==> src/pkg/fieldbus_node_defines.svh <==
`ifndef FIELDBUS_NODE_DEFINES_SVH
`define FIELDBUS_NODE_DEFINES_SVH
// ==========================================
// timing
`define CLK_MHZ             250
`define BLINK_HALF_MS       500
`define BLINK_HALF_CYCLES   (`BLINK_HALF_MS * `CLK_MHZ * 1000)
// ==========================================
// switch and parameter limits
`define DIGIT_MAX           4'h9
`define DIGIT_WEIGHT        8'h0a
`define ADDR_MAX            8'h3f
`define RATE_SWITCH_MAX     4'h2
`define RATE_CODE_MAX       8'h02
`define KBIT_125            10'h07d
`define KBIT_250            10'h0fa
`define KBIT_500            10'h1f4
`define RATE_CODE_125       2'h0
`define RATE_CODE_250       2'h1
`define RATE_CODE_500       2'h2
`define STORED_ADDR_RESET   6'h3f
`define STORED_RATE_RESET   2'h0
// ==========================================
// network objects
`define CLASS_LINK          8'h03
`define ATTR_ADDRESS        8'h01
`define ATTR_RATE           8'h02
`define CLASS_STORE         8'h25
`define ATTR_SAVE           8'h65
// ==========================================
// controller register map
`define REG_CMD             4'h0
`define REG_STATUS          4'h4
`define CMD_VALUE_LSB       0
`define CMD_ATTR_LSB        8
`define CMD_CLASS_LSB       16
`define STATUS_BUSY_BIT     0
`define STATUS_CODE_LSB     1
`define STATUS_DONE_BIT     3
`define RESP_OKAY           2'h0
`define RESP_SLVERR         2'h2
`endif

==> src/pkg/fieldbus_node_pkg.sv <==
package fieldbus_node_pkg;
    // ==========================================
    // answer to a network object request
    typedef enum logic [1:0] {
        rsp_ok,
        rsp_refused,
        rsp_bad_value,
        rsp_unknown
    } rsp_status_e;

    typedef enum logic [2:0] {
        led_off,
        led_green,
        led_blink_green,
        led_blink_red,
        led_red
    } led_state_e;

    typedef enum logic [1:0] {
        ms_idle,
        ms_request,
        ms_wait
    } master_state_e;
endpackage : fieldbus_node_pkg

==> src/pkg/fieldbus_link_if.sv <==
`timescale 1ns/10ps
`default_nettype none
interface fieldbus_link_if;
    logic                              req_valid;
    logic                              req_ready;
    logic [7:0]                        req_class;
    logic [7:0]                        req_attribute;
    logic [7:0]                        req_value;
    logic                              rsp_valid;
    fieldbus_node_pkg::rsp_status_e    rsp_status;

    modport device_end (
        input  req_valid,
        output req_ready,
        input  req_class,
        input  req_attribute,
        input  req_value,
        output rsp_valid,
        output rsp_status
    );

    modport master_end (
        output req_valid,
        input  req_ready,
        output req_class,
        output req_attribute,
        output req_value,
        input  rsp_valid,
        input  rsp_status
    );
endinterface : fieldbus_link_if
`default_nettype wire

==> src/rtl/blink_timer.sv <==
`timescale 1ns/10ps
`default_nettype none
module blink_timer #(
    parameter int unsigned HALF_CYCLES = 125000000
) (
    input  wire logic aclk,
    input  wire logic aresetn,
    output logic      phase
);
    logic [31:0] count;
    wire         wrap = (count == 32'(HALF_CYCLES - 1));

    // ==========================================
    // free running half period counter
    always_ff @(posedge aclk) begin
        if (!aresetn) begin
            count <= 32'h0;
            phase <= 1'b0;
        end else begin
            count <= wrap ? 32'h0 : count + 32'h1;
            phase <= wrap ? ~phase : phase;
        end
    end
endmodule : blink_timer
`default_nettype wire

==> src/rtl/fieldbus_node_device.sv <==
// The address map and register access over AXI4-Lite are this design's own decisions.
`timescale 1ns/10ps
`default_nettype none
`include "fieldbus_node_defines.svh"
module fieldbus_node_device #(
    parameter int unsigned BLINK_HALF_CYCLES = `BLINK_HALF_CYCLES
) (
    input  wire logic       aclk,
    input  wire logic       aresetn,
    fieldbus_link_if.device_end link,
    input  wire logic [3:0] tens_digit_switch,
    input  wire logic [3:0] units_digit_switch,
    input  wire logic [3:0] bit_rate_switch,
    input  wire logic       node_address_command,
    input  wire logic [5:0] node_address_value,
    input  wire logic       bit_rate_command,
    input  wire logic [9:0] bit_rate_kbit,
    input  wire logic       save_command,
    input  wire logic       restart_command,
    input  wire logic       online,
    input  wire logic       duplicate_node_address_check,
    input  wire logic       duplicate_address_found,
    input  wire logic       connections_established,
    input  wire logic       master_allocated,
    input  wire logic       config_bad,
    input  wire logic       recoverable_fault,
    input  wire logic       io_connection_waiting,
    input  wire logic       unrecoverable_fault,
    input  wire logic       bus_off,
    output logic [5:0]      node_address,
    output logic [1:0]      bit_rate_code,
    output logic            led_green,
    output logic            led_red
);
    // ==========================================
    // helpers
    function automatic logic [7:0] digits_to_address(input logic [3:0] tens,
                                                     input logic [3:0] units);
        if (tens > `DIGIT_MAX || units > `DIGIT_MAX) begin
            return 8'hff;
        end
        return 8'(8'(tens) * `DIGIT_WEIGHT) + 8'(units);
    endfunction : digits_to_address

    function automatic logic [2:0] kbit_to_code(input logic [9:0] kbit);
        case (kbit)
            `KBIT_125: return {1'b1, `RATE_CODE_125};
            `KBIT_250: return {1'b1, `RATE_CODE_250};
            `KBIT_500: return {1'b1, `RATE_CODE_500};
            default:   return 3'h0;
        endcase
    endfunction : kbit_to_code

    // ==========================================
    // switch decode
    wire [7:0] switch_address    = digits_to_address(tens_digit_switch, units_digit_switch);
    wire       address_on_switch = (switch_address <= `ADDR_MAX);
    wire       rate_on_switch    = (bit_rate_switch <= `RATE_SWITCH_MAX);

    // ==========================================
    // stored parameters: pending copy and saved copy
    logic [5:0] pending_address;
    logic [1:0] pending_rate;
    logic [5:0] saved_address;
    logic [1:0] saved_rate;
    logic       boot;

    // ==========================================
    // network request decode
    logic                           rsp_valid;
    fieldbus_node_pkg::rsp_status_e rsp_status;

    wire link_take = link.req_valid && link.req_ready;
    wire hit_link  = (link.req_class == `CLASS_LINK);
    wire hit_addr  = hit_link && (link.req_attribute == `ATTR_ADDRESS);
    wire hit_rate  = hit_link && (link.req_attribute == `ATTR_RATE);
    wire hit_save  = (link.req_class == `CLASS_STORE) && (link.req_attribute == `ATTR_SAVE);
    wire addr_bad  = (link.req_value > `ADDR_MAX);
    wire rate_bad  = (link.req_value > `RATE_CODE_MAX);

    wire fieldbus_node_pkg::rsp_status_e next_rsp_status =
        hit_addr ? (address_on_switch ? fieldbus_node_pkg::rsp_refused :
                    addr_bad ? fieldbus_node_pkg::rsp_bad_value :
                    fieldbus_node_pkg::rsp_ok) :
        hit_rate ? (rate_on_switch ? fieldbus_node_pkg::rsp_refused :
                    rate_bad ? fieldbus_node_pkg::rsp_bad_value :
                    fieldbus_node_pkg::rsp_ok) :
        hit_save ? fieldbus_node_pkg::rsp_ok : fieldbus_node_pkg::rsp_unknown;

    wire request_ok = (next_rsp_status == fieldbus_node_pkg::rsp_ok);
    wire net_addr   = link_take && hit_addr && request_ok;
    wire net_rate   = link_take && hit_rate && request_ok;
    wire net_save   = link_take && hit_save;

    // ==========================================
    // terminal decode
    wire [2:0] term_rate = kbit_to_code(bit_rate_kbit);
    wire term_addr = node_address_command && !address_on_switch;
    wire term_rate_ok = bit_rate_command && term_rate[2] && !rate_on_switch;
    wire do_save = save_command || net_save;

    assign link.req_ready  = !rsp_valid;
    assign link.rsp_valid  = rsp_valid;
    assign link.rsp_status = rsp_status;

    // ==========================================
    // link answer, one cycle after the request is taken
    always_ff @(posedge aclk) begin
        if (!aresetn) begin
            rsp_valid  <= 1'b0;
            rsp_status <= fieldbus_node_pkg::rsp_ok;
        end else begin
            rsp_valid  <= link_take;
            rsp_status <= link_take ? next_rsp_status : rsp_status;
        end
    end

    // ==========================================
    // pending parameters, network write wins over terminal
    always_ff @(posedge aclk) begin
        if (!aresetn) begin
            pending_address <= `STORED_ADDR_RESET;
            pending_rate    <= `STORED_RATE_RESET;
        end else begin
            if (net_addr) begin
                pending_address <= link.req_value[5:0];
            end else if (term_addr) begin
                pending_address <= node_address_value;
            end
            if (net_rate) begin
                pending_rate <= link.req_value[1:0];
            end else if (term_rate_ok) begin
                pending_rate <= term_rate[1:0];
            end
        end
    end

    // ==========================================
    // saved copy, only written by a save
    always_ff @(posedge aclk) begin
        if (!aresetn) begin
            saved_address <= `STORED_ADDR_RESET;
            saved_rate    <= `STORED_RATE_RESET;
        end else if (do_save) begin
            saved_address <= pending_address;
            saved_rate    <= pending_rate;
        end
    end

    // ==========================================
    // active address and rate, loaded at boot only
    wire [5:0] next_node_address = address_on_switch ? switch_address[5:0]
                                                     : saved_address;
    wire [1:0] next_bit_rate_code = rate_on_switch ? bit_rate_switch[1:0]
                                                   : saved_rate;

    always_ff @(posedge aclk) begin
        if (!aresetn) begin
            boot          <= 1'b1;
            node_address  <= `STORED_ADDR_RESET;
            bit_rate_code <= `STORED_RATE_RESET;
        end else begin
            boot <= restart_command;
            if (boot) begin
                node_address  <= next_node_address;
                bit_rate_code <= next_bit_rate_code;
            end
        end
    end

    // ==========================================
    // indicator
    logic blink_phase;

    blink_timer #(
        .HALF_CYCLES (BLINK_HALF_CYCLES)
    ) u_blink (
        .aclk    (aclk),
        .aresetn (aresetn),
        .phase   (blink_phase)
    );

    wire node_online = online && duplicate_node_address_check && !duplicate_address_found;
    wire fatal       = unrecoverable_fault || bus_off || duplicate_address_found;
    wire minor       = recoverable_fault || io_connection_waiting;
    wire not_ready   = !connections_established || !master_allocated || config_bad;

    // severity order: red, dark, blinking red, blinking green, green
    wire fieldbus_node_pkg::led_state_e led_state =
        fatal        ? fieldbus_node_pkg::led_red :
        !node_online ? fieldbus_node_pkg::led_off :
        minor        ? fieldbus_node_pkg::led_blink_red :
        not_ready    ? fieldbus_node_pkg::led_blink_green :
                       fieldbus_node_pkg::led_green;

    logic next_led_green;
    logic next_led_red;

    always_comb begin
        next_led_green = 1'b0;
        next_led_red   = 1'b0;
        case (led_state)
            fieldbus_node_pkg::led_green:       next_led_green = 1'b1;
            fieldbus_node_pkg::led_blink_green: next_led_green = blink_phase;
            fieldbus_node_pkg::led_blink_red:   next_led_red   = blink_phase;
            fieldbus_node_pkg::led_red:         next_led_red   = 1'b1;
            default: begin
                next_led_green = 1'b0;
                next_led_red   = 1'b0;
            end
        endcase
    end

    always_ff @(posedge aclk) begin
        if (!aresetn) begin
            led_green <= 1'b0;
            led_red   <= 1'b0;
        end else begin
            led_green <= next_led_green;
            led_red   <= next_led_red;
        end
    end
endmodule : fieldbus_node_device
`default_nettype wire
==> src/flat_wrapper.sv <==
// flat-port wrapper written by rule: the top's interface ports become plain ports
module fieldbus_node_device_flat 
#(
    parameter int unsigned BLINK_HALF_CYCLES = `BLINK_HALF_CYCLES
)
  (aclk, aresetn, tens_digit_switch, units_digit_switch, bit_rate_switch, node_address_command, node_address_value, bit_rate_command, bit_rate_kbit, save_command, restart_command, online, duplicate_node_address_check, duplicate_address_found, connections_established, master_allocated, config_bad, recoverable_fault, io_connection_waiting, unrecoverable_fault, bus_off, node_address, bit_rate_code, led_green, led_red, link_req_valid, link_req_ready, link_req_class, link_req_attribute, link_req_value, link_rsp_valid, link_rsp_status);
  fieldbus_link_if link_i ();
  input  wire logic aclk;
  input  wire logic aresetn;
  input  wire logic [3:0] tens_digit_switch;
  input  wire logic [3:0] units_digit_switch;
  input  wire logic [3:0] bit_rate_switch;
  input  wire logic node_address_command;
  input  wire logic [5:0] node_address_value;
  input  wire logic bit_rate_command;
  input  wire logic [9:0] bit_rate_kbit;
  input  wire logic save_command;
  input  wire logic restart_command;
  input  wire logic online;
  input  wire logic duplicate_node_address_check;
  input  wire logic duplicate_address_found;
  input  wire logic connections_established;
  input  wire logic master_allocated;
  input  wire logic config_bad;
  input  wire logic recoverable_fault;
  input  wire logic io_connection_waiting;
  input  wire logic unrecoverable_fault;
  input  wire logic bus_off;
  output logic [5:0] node_address;
  output logic [1:0] bit_rate_code;
  output logic led_green;
  output logic led_red;
  input wire logic [$bits(link_i.req_valid)-1:0] link_req_valid;
  output wire logic [$bits(link_i.req_ready)-1:0] link_req_ready;
  input wire logic [$bits(link_i.req_class)-1:0] link_req_class;
  input wire logic [$bits(link_i.req_attribute)-1:0] link_req_attribute;
  input wire logic [$bits(link_i.req_value)-1:0] link_req_value;
  output wire logic [$bits(link_i.rsp_valid)-1:0] link_rsp_valid;
  output wire logic [$bits(link_i.rsp_status)-1:0] link_rsp_status;
  assign link_i.req_valid = link_req_valid;
  assign link_req_ready = link_i.req_ready;
  assign link_i.req_class = link_req_class;
  assign link_i.req_attribute = link_req_attribute;
  assign link_i.req_value = link_req_value;
  assign link_rsp_valid = link_i.rsp_valid;
  assign link_rsp_status = link_i.rsp_status;
  fieldbus_node_device #(.BLINK_HALF_CYCLES(BLINK_HALF_CYCLES)) u_core (.aclk(aclk), .aresetn(aresetn), .link(link_i), .tens_digit_switch(tens_digit_switch), .units_digit_switch(units_digit_switch), .bit_rate_switch(bit_rate_switch), .node_address_command(node_address_command), .node_address_value(node_address_value), .bit_rate_command(bit_rate_command), .bit_rate_kbit(bit_rate_kbit), .save_command(save_command), .restart_command(restart_command), .online(online), .duplicate_node_address_check(duplicate_node_address_check), .duplicate_address_found(duplicate_address_found), .connections_established(connections_established), .master_allocated(master_allocated), .config_bad(config_bad), .recoverable_fault(recoverable_fault), .io_connection_waiting(io_connection_waiting), .unrecoverable_fault(unrecoverable_fault), .bus_off(bus_off), .node_address(node_address), .bit_rate_code(bit_rate_code), .led_green(led_green), .led_red(led_red));
endmodule
==> config.mk <==
export PLATFORM = sky130hd
export DESIGN_NAME = fieldbus_node_device_flat
export DESIGN_NICKNAME = d
export VERILOG_FILES = /design/src/pkg/fieldbus_node_pkg.sv /design/src/pkg/fieldbus_link_if.sv /design/src/rtl/blink_timer.sv /design/src/rtl/fieldbus_node_device.sv /design/src/flat_wrapper.sv
export VERILOG_INCLUDE_DIRS = /design/src /design/src/pkg
export SDC_FILE = /design/constraint.sdc
export NUM_CORES = 1
export LEC_CHECK = 0
export ABC_CLOCK_PERIOD_IN_PS = 8400
export BUFFER_PORTS_ARGS = -buffer_cell sky130_fd_sc_hd__buf_2
export CAP_MARGIN = 10
export CORE_ASPECT_RATIO = 1.25
export CORE_MARGIN = 2
export CORE_UTILIZATION = 50
export CTS_CLUSTER_DIAMETER = 40
export DETAILED_ROUTE_END_ITERATION = 8
export PLACE_DENSITY_LB_ADDON = 0.3
export RECOVER_POWER = 50
export SLEW_MARGIN = 25
export SYNTH_ARGS = -nofsm -noshare
export SYNTH_HDL_FRONTEND = slang
export SYNTH_HIERARCHICAL = 1
export SYNTH_SLANG_ARGS = --single-unit
==> constraint.sdc <==
create_clock -name aclk -period 8.4 [get_ports aclk]
set_clock_uncertainty 0.05 [all_clocks]
set_input_delay 0.84 -clock aclk [delete_from_list [all_inputs] [get_ports aclk]]
set_output_delay 0.84 -clock aclk [all_outputs]
set_load 0.005 [all_outputs]
==> flow_metrics.tcl, run 1 <==
set metrics [dict create \
    clk_path_buf_depth 2 \
    synth-edff-count 0 \
    layout_commonest_cell "buf_2" \
    antenna_cells 0 \
    drv_slew 0 \
    slowest_stage "o311ai_2" \
    cp_cell_sequence "buf_2, ha_1, ha_1, fa_1, nor4bb_1, and4_1, o311ai_2, a31oi_1, a32oi_1" \
    critPathArrivalTime_ps 3860 \
    antenna_found_initial 0 \
    die-area_um2 7620 \
    synthSimpleGateAreaFrac_pct 29.0 \
    crit_path_start_kind "input pin" \
    synthMuxAreaShare_pct 2.60 \
    wl_um 8530 \
    cts_tree "yes" \
    yosysTopAreaCell "dfxtp_1" \
    endpoint_kind "register" \
    hpwl_um 6340 \
    outcome "finished, final reports clean" \
    slowest_delay_ps 760 \
    worstReg2RegStart "u_core/u_blink/count[0]" \
    path_class "in2reg" \
    fp.dieH_um 97.1 \
    layout_setup_ws_ps 4750 \
    layout.nets 559 \
    synth_top_area_share_pct 36.4 \
    rr_endpoint "u_core/u_blink/count[31]" \
    synth_nets 480 \
    tns_ps 0 \
    yosysSeqAreaShare_pct 36.4 \
    insertion_delay_ps 340 \
    die_x_um 78.5 \
    layout-drive-gt1-share_pct 21.0 \
    cts_resized 0 \
    rows 33 \
    grt-ovfl-total 0 \
    crit_top_cell "ha_1" \
    initial_core_util_pct 52.2 \
    synth_area_per_cell_um2 8.65 \
    synthCells 401 \
    cts_sinks 63 \
    hp-start "u_core/u_blink/count[0]" \
    io_buffer_count 82 \
    netlist_top_cells_area "dfxtp_1, a21oi_1, o31ai_1" \
    final_cell_mix "buf_2, dfxtp_1, nor2_1, a21oi_1, nand2_1" \
    io_pins 83 \
    relSlewSlack_pct 4.11 \
    fp.coreArea_um2 6650 \
    dp_slack_ps 4460 \
    rsz0062_at_grt "false" \
    ir_drop_mv 0.112 \
    hold_end "u_core/u_blink/count[0]" \
    hold_viol_final 0 \
    syn_area_um2 3470 \
    grt_usage_pct 23.1 \
    required_ps 8610 \
    syn_to_final_growth_pct 18.6 \
    async_flop_share_pct 0 \
    worstRegToRegCells 6 \
    synth-xor-area-share_pct 4.04 \
    min_path_cells 1 \
    ant_nets 0 \
    cellPowerDensity_nw_per_um2 160 \
    cts_setup_buffers 0 \
    grt_max_degree 33 \
    vias 3444 \
    fin_crit_ps 3650 \
    synth_top_family_by_area "simple AND/OR/NAND/NOR gates" \
    max_clock_freq_mhz 274 \
    drc 0 \
    hold_buffers 0 \
    cts_made_buffers 9 \
    synthAdderAreaFrac_pct 4.04 \
    finalPower_uw 660 \
    crit_fanout 13 \
    cap_viol_max_count 0 \
    avgRoutedWirePerCell_um 14.9 \
    finalCritPeriodShare_pct 43.5 \
    drtIter0Drc 162 \
    tightest_slew_ps 1440 \
    htreeDepth 3 \
    ys_seq_elements 63 \
    dr.pass1.iters 5 \
    fin_hold_ws_ps 389 \
    grt_pass1_wl_um 14400 \
    setup_violations 0 \
    gp_congestion 0.858 \
    p_leak_nw 1.56 \
    rrSetupSlack_ps 5560 \
    clockRootBuffer "clkbuf_8" \
    grt_pass1_vias 3375 \
    vias_per_cell 6.02 \
    clk_pin_slew_ps 70 \
    hold_path.class "reg2reg" \
    synth-main-ff-cell "dfxtp_1" \
    synth_cell_types 59 \
    yosys_warnings 6 \
    synth_compound_area_share_pct 20.1 \
]
==> metrics by stage <==
step           cells  util, %  area (µm²)
2_1_floorplan    401        -        3470
3_3_place_gp     556     59.3        3940
3_5_place_dp     556     59.3        3940
4_1_cts          572     62.2        4130
5_1_grt          572     61.9        4110
6_report         572     61.9        4110
==> cell families after synthesis <==
family / after synthesis
buffers and inverters: 33
xor gates and xnor gates: 16
and+or+nand+nor: 169
muxes: 9
AOI/OAI and AO/OA: 101
adders and majority gates: 10
DFF: 63
==> routing by layer <==
| layer | vias to the layer above | wire [µm] | global-route usage (%) | part of all wire (%) |
|---|---|---|---|---|
| met5 | - | 0 | 0 | 0 |
| met4 | 0 | 172 | 10.4 | 2.0 |
| met3 | 14 | 570 | 5.86 | 6.7 |
| met2 | 130 | 4220 | 40.1 | 49 |
| met1 | 1599 | 3570 | 26.5 | 42 |
| li1 | 1701 | - | - | - |
==> worst max-delay path: cells and delay by family <==
kind                     cells  cell delay [ps]
AO/OA/AOI/OAI                3             1420
AND/OR/NAND/NOR              2              420
buffers and inverters        1              130
adder cells (fa/ha/maj)      3             1050
==> registers in the layout (all words and copies together), names as in the netlist <==
signal,cells
u_core/link.rsp_valid,1
u_core/pending_address,6
u_core/boot,1
u_core/led_red,1
u_core/saved_address,6
u_core/u_blink/phase,1
u_core/link.rsp_status,2
u_core/node_address,6
u_core/bit_rate_code,2
u_core/led_green,1
u_core/u_blink/count,32
u_core/pending_rate,2
u_core/saved_rate,2
==> report_power, final <==
group	leakage [nW]	total (mW)	internal, mW	switching [mW]
clock	0.0960	0.254	0.136	0.118
combinational	0.950	0.0899	0.0402	0.0497
sequential	0.513	0.316	0.309	0.00641
==> final cells by class <==
class / count / area, µm²
clock buffers: 10 / 128
clock inverters: 6 / 61.3
fillers: 597 / 2530
inverters: 18 / 67.6
multi-input cells: 305 / 2080
flip-flops and latches: 63 / 1260
well taps: 87 / 109
repair buffers: 83 / 402
==> cells in the mapped netlist (9+ instances only) <==
cell type  count
or4_1         15
mux2i_1        9
inv_1         17
nor2_1        29
o21ai_0       19
a32oi_1       10
a21oi_1       28
nand2_1       24
nand4_1       20
o31ai_1       17
nand3_1       19
clkbuf_1      10
dfxtp_1       63
and4_1         9
==> how the worst max path moves through the flow <==
stage / start / to / slack [ps] / cells past startpoint
6_report: tens_digit_switch[1] / u_core/pending_address[2] / 4750 / 9
5_1_grt: tens_digit_switch[1] / u_core/pending_address[2] / 4580 / 9
4_1_cts: tens_digit_switch[1] / u_core/pending_address[2] / 4810 / 9
3_5_place_dp: tens_digit_switch[1] / u_core/pending_address[2] / 4460 / 9
3_3_place_gp: tens_digit_switch[1] / u_core/pending_address[5] / 4550 / 9
2_1_floorplan: tens_digit_switch[1] / u_core/link.rsp_status[1] / 5100 / 8
Note: power is estimated with default switching activity, not from simulation.
==> inputs of run 2 (changes only) <==
--- a/config.mk
+++ b/config.mk
@@ -6,7 +6,8 @@
 export SDC_FILE = /design/constraint.sdc
 export NUM_CORES = 1
 export LEC_CHECK = 0
-export ABC_CLOCK_PERIOD_IN_PS = 8400
+export ABC_AREA = 1
+export ABC_CLOCK_PERIOD_IN_PS = 3150
 export BUFFER_PORTS_ARGS = -buffer_cell sky130_fd_sc_hd__buf_2
 export CAP_MARGIN = 10
 export CORE_ASPECT_RATIO = 1.25
==> constraint.sdc (replaced) <==
create_clock -name aclk -period 3.15 [get_ports aclk]
set_clock_uncertainty 0.05 [all_clocks]
set_input_delay 0.315 -clock aclk [delete_from_list [all_inputs] [get_ports aclk]]
set_output_delay 0.315 -clock aclk [all_outputs]
set_load 0.005 [all_outputs]
==> run 2 against run 1 <==
Against the previous run:
- critical path depth up 6
- sequential share of layout area is 3.6 points lower
- sequential power increased to 2.7 times the previous value
- worst setup slack got worse by 4300 ps
- synthesized area up 17%
- routed wire length increased by 16%
- first-iteration DRC count down 1.9%
- via count is 23% higher
- cell area grew 13%
- highest routed layer unchanged
- die area grew 16%
- clock power rose to 2.8 times the previous value
- largest cell class unchanged
- final cell count increased by 44%
==> flow_metrics.tcl, run 2 <==
set metrics [dict create \
    wl_um 9890 \
    die_x_um 84.6 \
    grt_pass1_wl_um 17200 \
    synth_nets 718 \
    path_class "in2reg" \
    worstReg2RegStart "u_core/u_blink/count[0]" \
    slowest_delay_ps 510 \
    cellPowerDensity_nw_per_um2 387 \
    antenna_cells 0 \
    relSlewSlack_pct 18.0 \
    antenna_found_initial 0 \
    cts_tree "yes" \
    layout-drive-gt1-share_pct 18.4 \
    rows 36 \
    fin_crit_ps 2680 \
    required_ps 3310 \
    grt_pass1_vias 4168 \
    yosysTopAreaCell "dfxtp_1" \
    synth-edff-count 0 \
    vias 4230 \
    place_area_um2 4510 \
    avgRoutedWirePerCell_um 12.0 \
    outcome "finished, final reports clean" \
    endpoint_kind "register" \
    cts_made_buffers 9 \
    tns_ps 0 \
    layout.nets 803 \
    worstRegToRegCells 8 \
    crit_fanout 18 \
    fp.dieH_um 105 \
    cp_cell_sequence "buf_2, ha_1, ha_1, fa_1, nand2_1, inv_2, nand3_2, a21oi_2, nand3_4, nand2_4, nor2_4, nor2_4, nand2_4, o21ai_0, nand3_1" \
    hpwl_um 7750 \
    largest_reg_flops 32 \
    synthCells 639 \
    clk_path_buf_depth 2 \
    max_clock_freq_mhz 373 \
    synth_area_per_cell_um2 6.35 \
    cap_viol_max_count 0 \
    clockRootBuffer "clkbuf_8" \
    grt_usage_pct 23.4 \
    synth_cell_types 34 \
    grt_max_degree 33 \
    regMostFlops "u_core/u_blink/count" \
    cts_setup_buffers 0 \
    hold_viol_final 0 \
    insertion_delay_ps 350 \
    vias_per_cell 5.13 \
    async_flop_share_pct 0 \
    crit_family "adder cells" \
    p_leak_nw 2.12 \
    synth-main-ff-cell "dfxtp_1" \
    setup_violations 0 \
    hold_path.class "in2reg" \
    die-area_um2 8850 \
    ys_seq_elements 63 \
    cp_num_buf_inv 2 \
    initial_core_util_pct 51.7 \
    synth_most_common_cell "nand2_1" \
    hold_buffers 0 \
    rr_endpoint "u_core/u_blink/count[26]" \
    syn_area_um2 4060 \
    netlist_top_cells_area "dfxtp_1, nand2_1, nor2_1" \
    layout_commonest_cell "nand2_1" \
    cp.depth 15 \
    yosys_warnings 6 \
    critPathCapture "u_core/pending_address[1]" \
    gp_congestion 0.934 \
    syn_to_final_growth_pct 15.1 \
    yosysSeqAreaShare_pct 31.1 \
    rsz0062_at_grt "false" \
    io_pins 83 \
    ir_drop_mv 0.244 \
    rrSetupSlack_ps 680 \
    drv_slew 0 \
    fp.coreArea_um2 7840 \
    fin_area_um2 4670 \
    critPathArrivalTime_ps 2830 \
    drtIter0Drc 159 \
    grt-ovfl-total 0 \
    final_cell_mix "nand2_1, nor2_1, inv_1" \
    critPathLaunch "tens_digit_switch[1]" \
    cts_resized 0 \
    drc 0 \
    crit_path_start_kind "input pin" \
    htreeDepth 3 \
    finalCritPeriodShare_pct 85.0 \
    cts_sinks 63 \
    ant_nets 0 \
    io_buffer_count 82 \
    synthTopCellsByCount "nand2_1, nor2_1, inv_1, dfxtp_1, nand3_1" \
    slowest_stage "fa_1" \
    dr.pass1.iters 5 \
    clk_pin_slew_ps 70 \
    tightest_slew_ps 1230 \
    synth_top_area_share_pct 31.1 \
]
run 2: cell types whose count changed in the layout (fill, tap and decap cells not counted), moves of 10 or more:
cell | before | now
a32oi_1 | 10 | 0
inv_1 | 17 | 85
nand2_1 | 24 | 183
nand3_1 | 19 | 53
nand4_1 | 20 | 9
nor2_1 | 29 | 102
nor2_2 | 0 | 11
o31ai_1 | 16 | 0
or4_1 | 15 | 0
run 2: power breakdown:
group          internal (mW)  switching, mW
registers              0.827         0.0200
clock network          0.382          0.331
logic                  0.100          0.148
total                   1.31          0.499
run 2: routing by layer:
| metal | wire length [µm] | global-route usage [%] | vias to the layer above |
|---|---|---|---|
| li1 | - | - | 2185 |
| met1 | 4250 | 25.8 | 1913 |
| met3 | 416 | 4.58 | 23 |
| met4 | 256 | 10.2 | 0 |
| met2 | 4970 | 42.8 | 109 |
| met5 | 0 | 0 | - |
run 2: layout make-up:
cell class	instances	area (µm²)
Clock inverter	6	60.1
Tap cell	95	119
Timing Repair Buffer	82	400
Clock buffer	10	138
Fill cell	774	3170
Sequential cell	63	1260
Multi-Input combinational cell	482	2370
Inverter	86	323
run 2: kinds of logic (layout without fill, tap and decap cells):
| logic type | after synthesis | count (layout) | share of synthesized area (%) |
|---|---|---|---|
| AOI/OAI and AO/OA | 66 | 66 | 9.72 |
| xor gates and xnor gates | 11 | 11 | 2.38 |
| adders and majority gates | 10 | 10 | 3.46 |
| buffers and inverters | 94 | 184 | 9.75 |
| DFF | 63 | 63 | 31.1 |
| and+or+nand+nor | 395 | 395 | 43.6 |
run 2: how the worst min path moves through the flow:
stage                         endpoint  cells after the start               startpoint  slack, ps
2_1_floorplan              u_core/boot                      1          restart_command        370
3_3_place_gp   u_core/u_blink/count[0]                      1  u_core/u_blink/count[0]        400
3_5_place_dp   u_core/u_blink/count[0]                      1  u_core/u_blink/count[0]        400
4_1_cts                    u_core/boot                      2          restart_command        100
5_1_grt                    u_core/boot                      2          restart_command        100
6_report                   u_core/boot                      2          restart_command        110
run 2: through the flow:
stage	power [mW]	utilization, %	hold WS (ps)	std cells	worst slack, ps
after global routing	1.90	59.5	95.1	824	267
after floorplan	1.01	-	372	639	506
after CTS	1.82	60.1	95.5	824	511
after detailed placement	1.11	57.6	402	808	131
after global placement	1.10	57.6	395	808	274
final	1.81	59.5	106	824	473
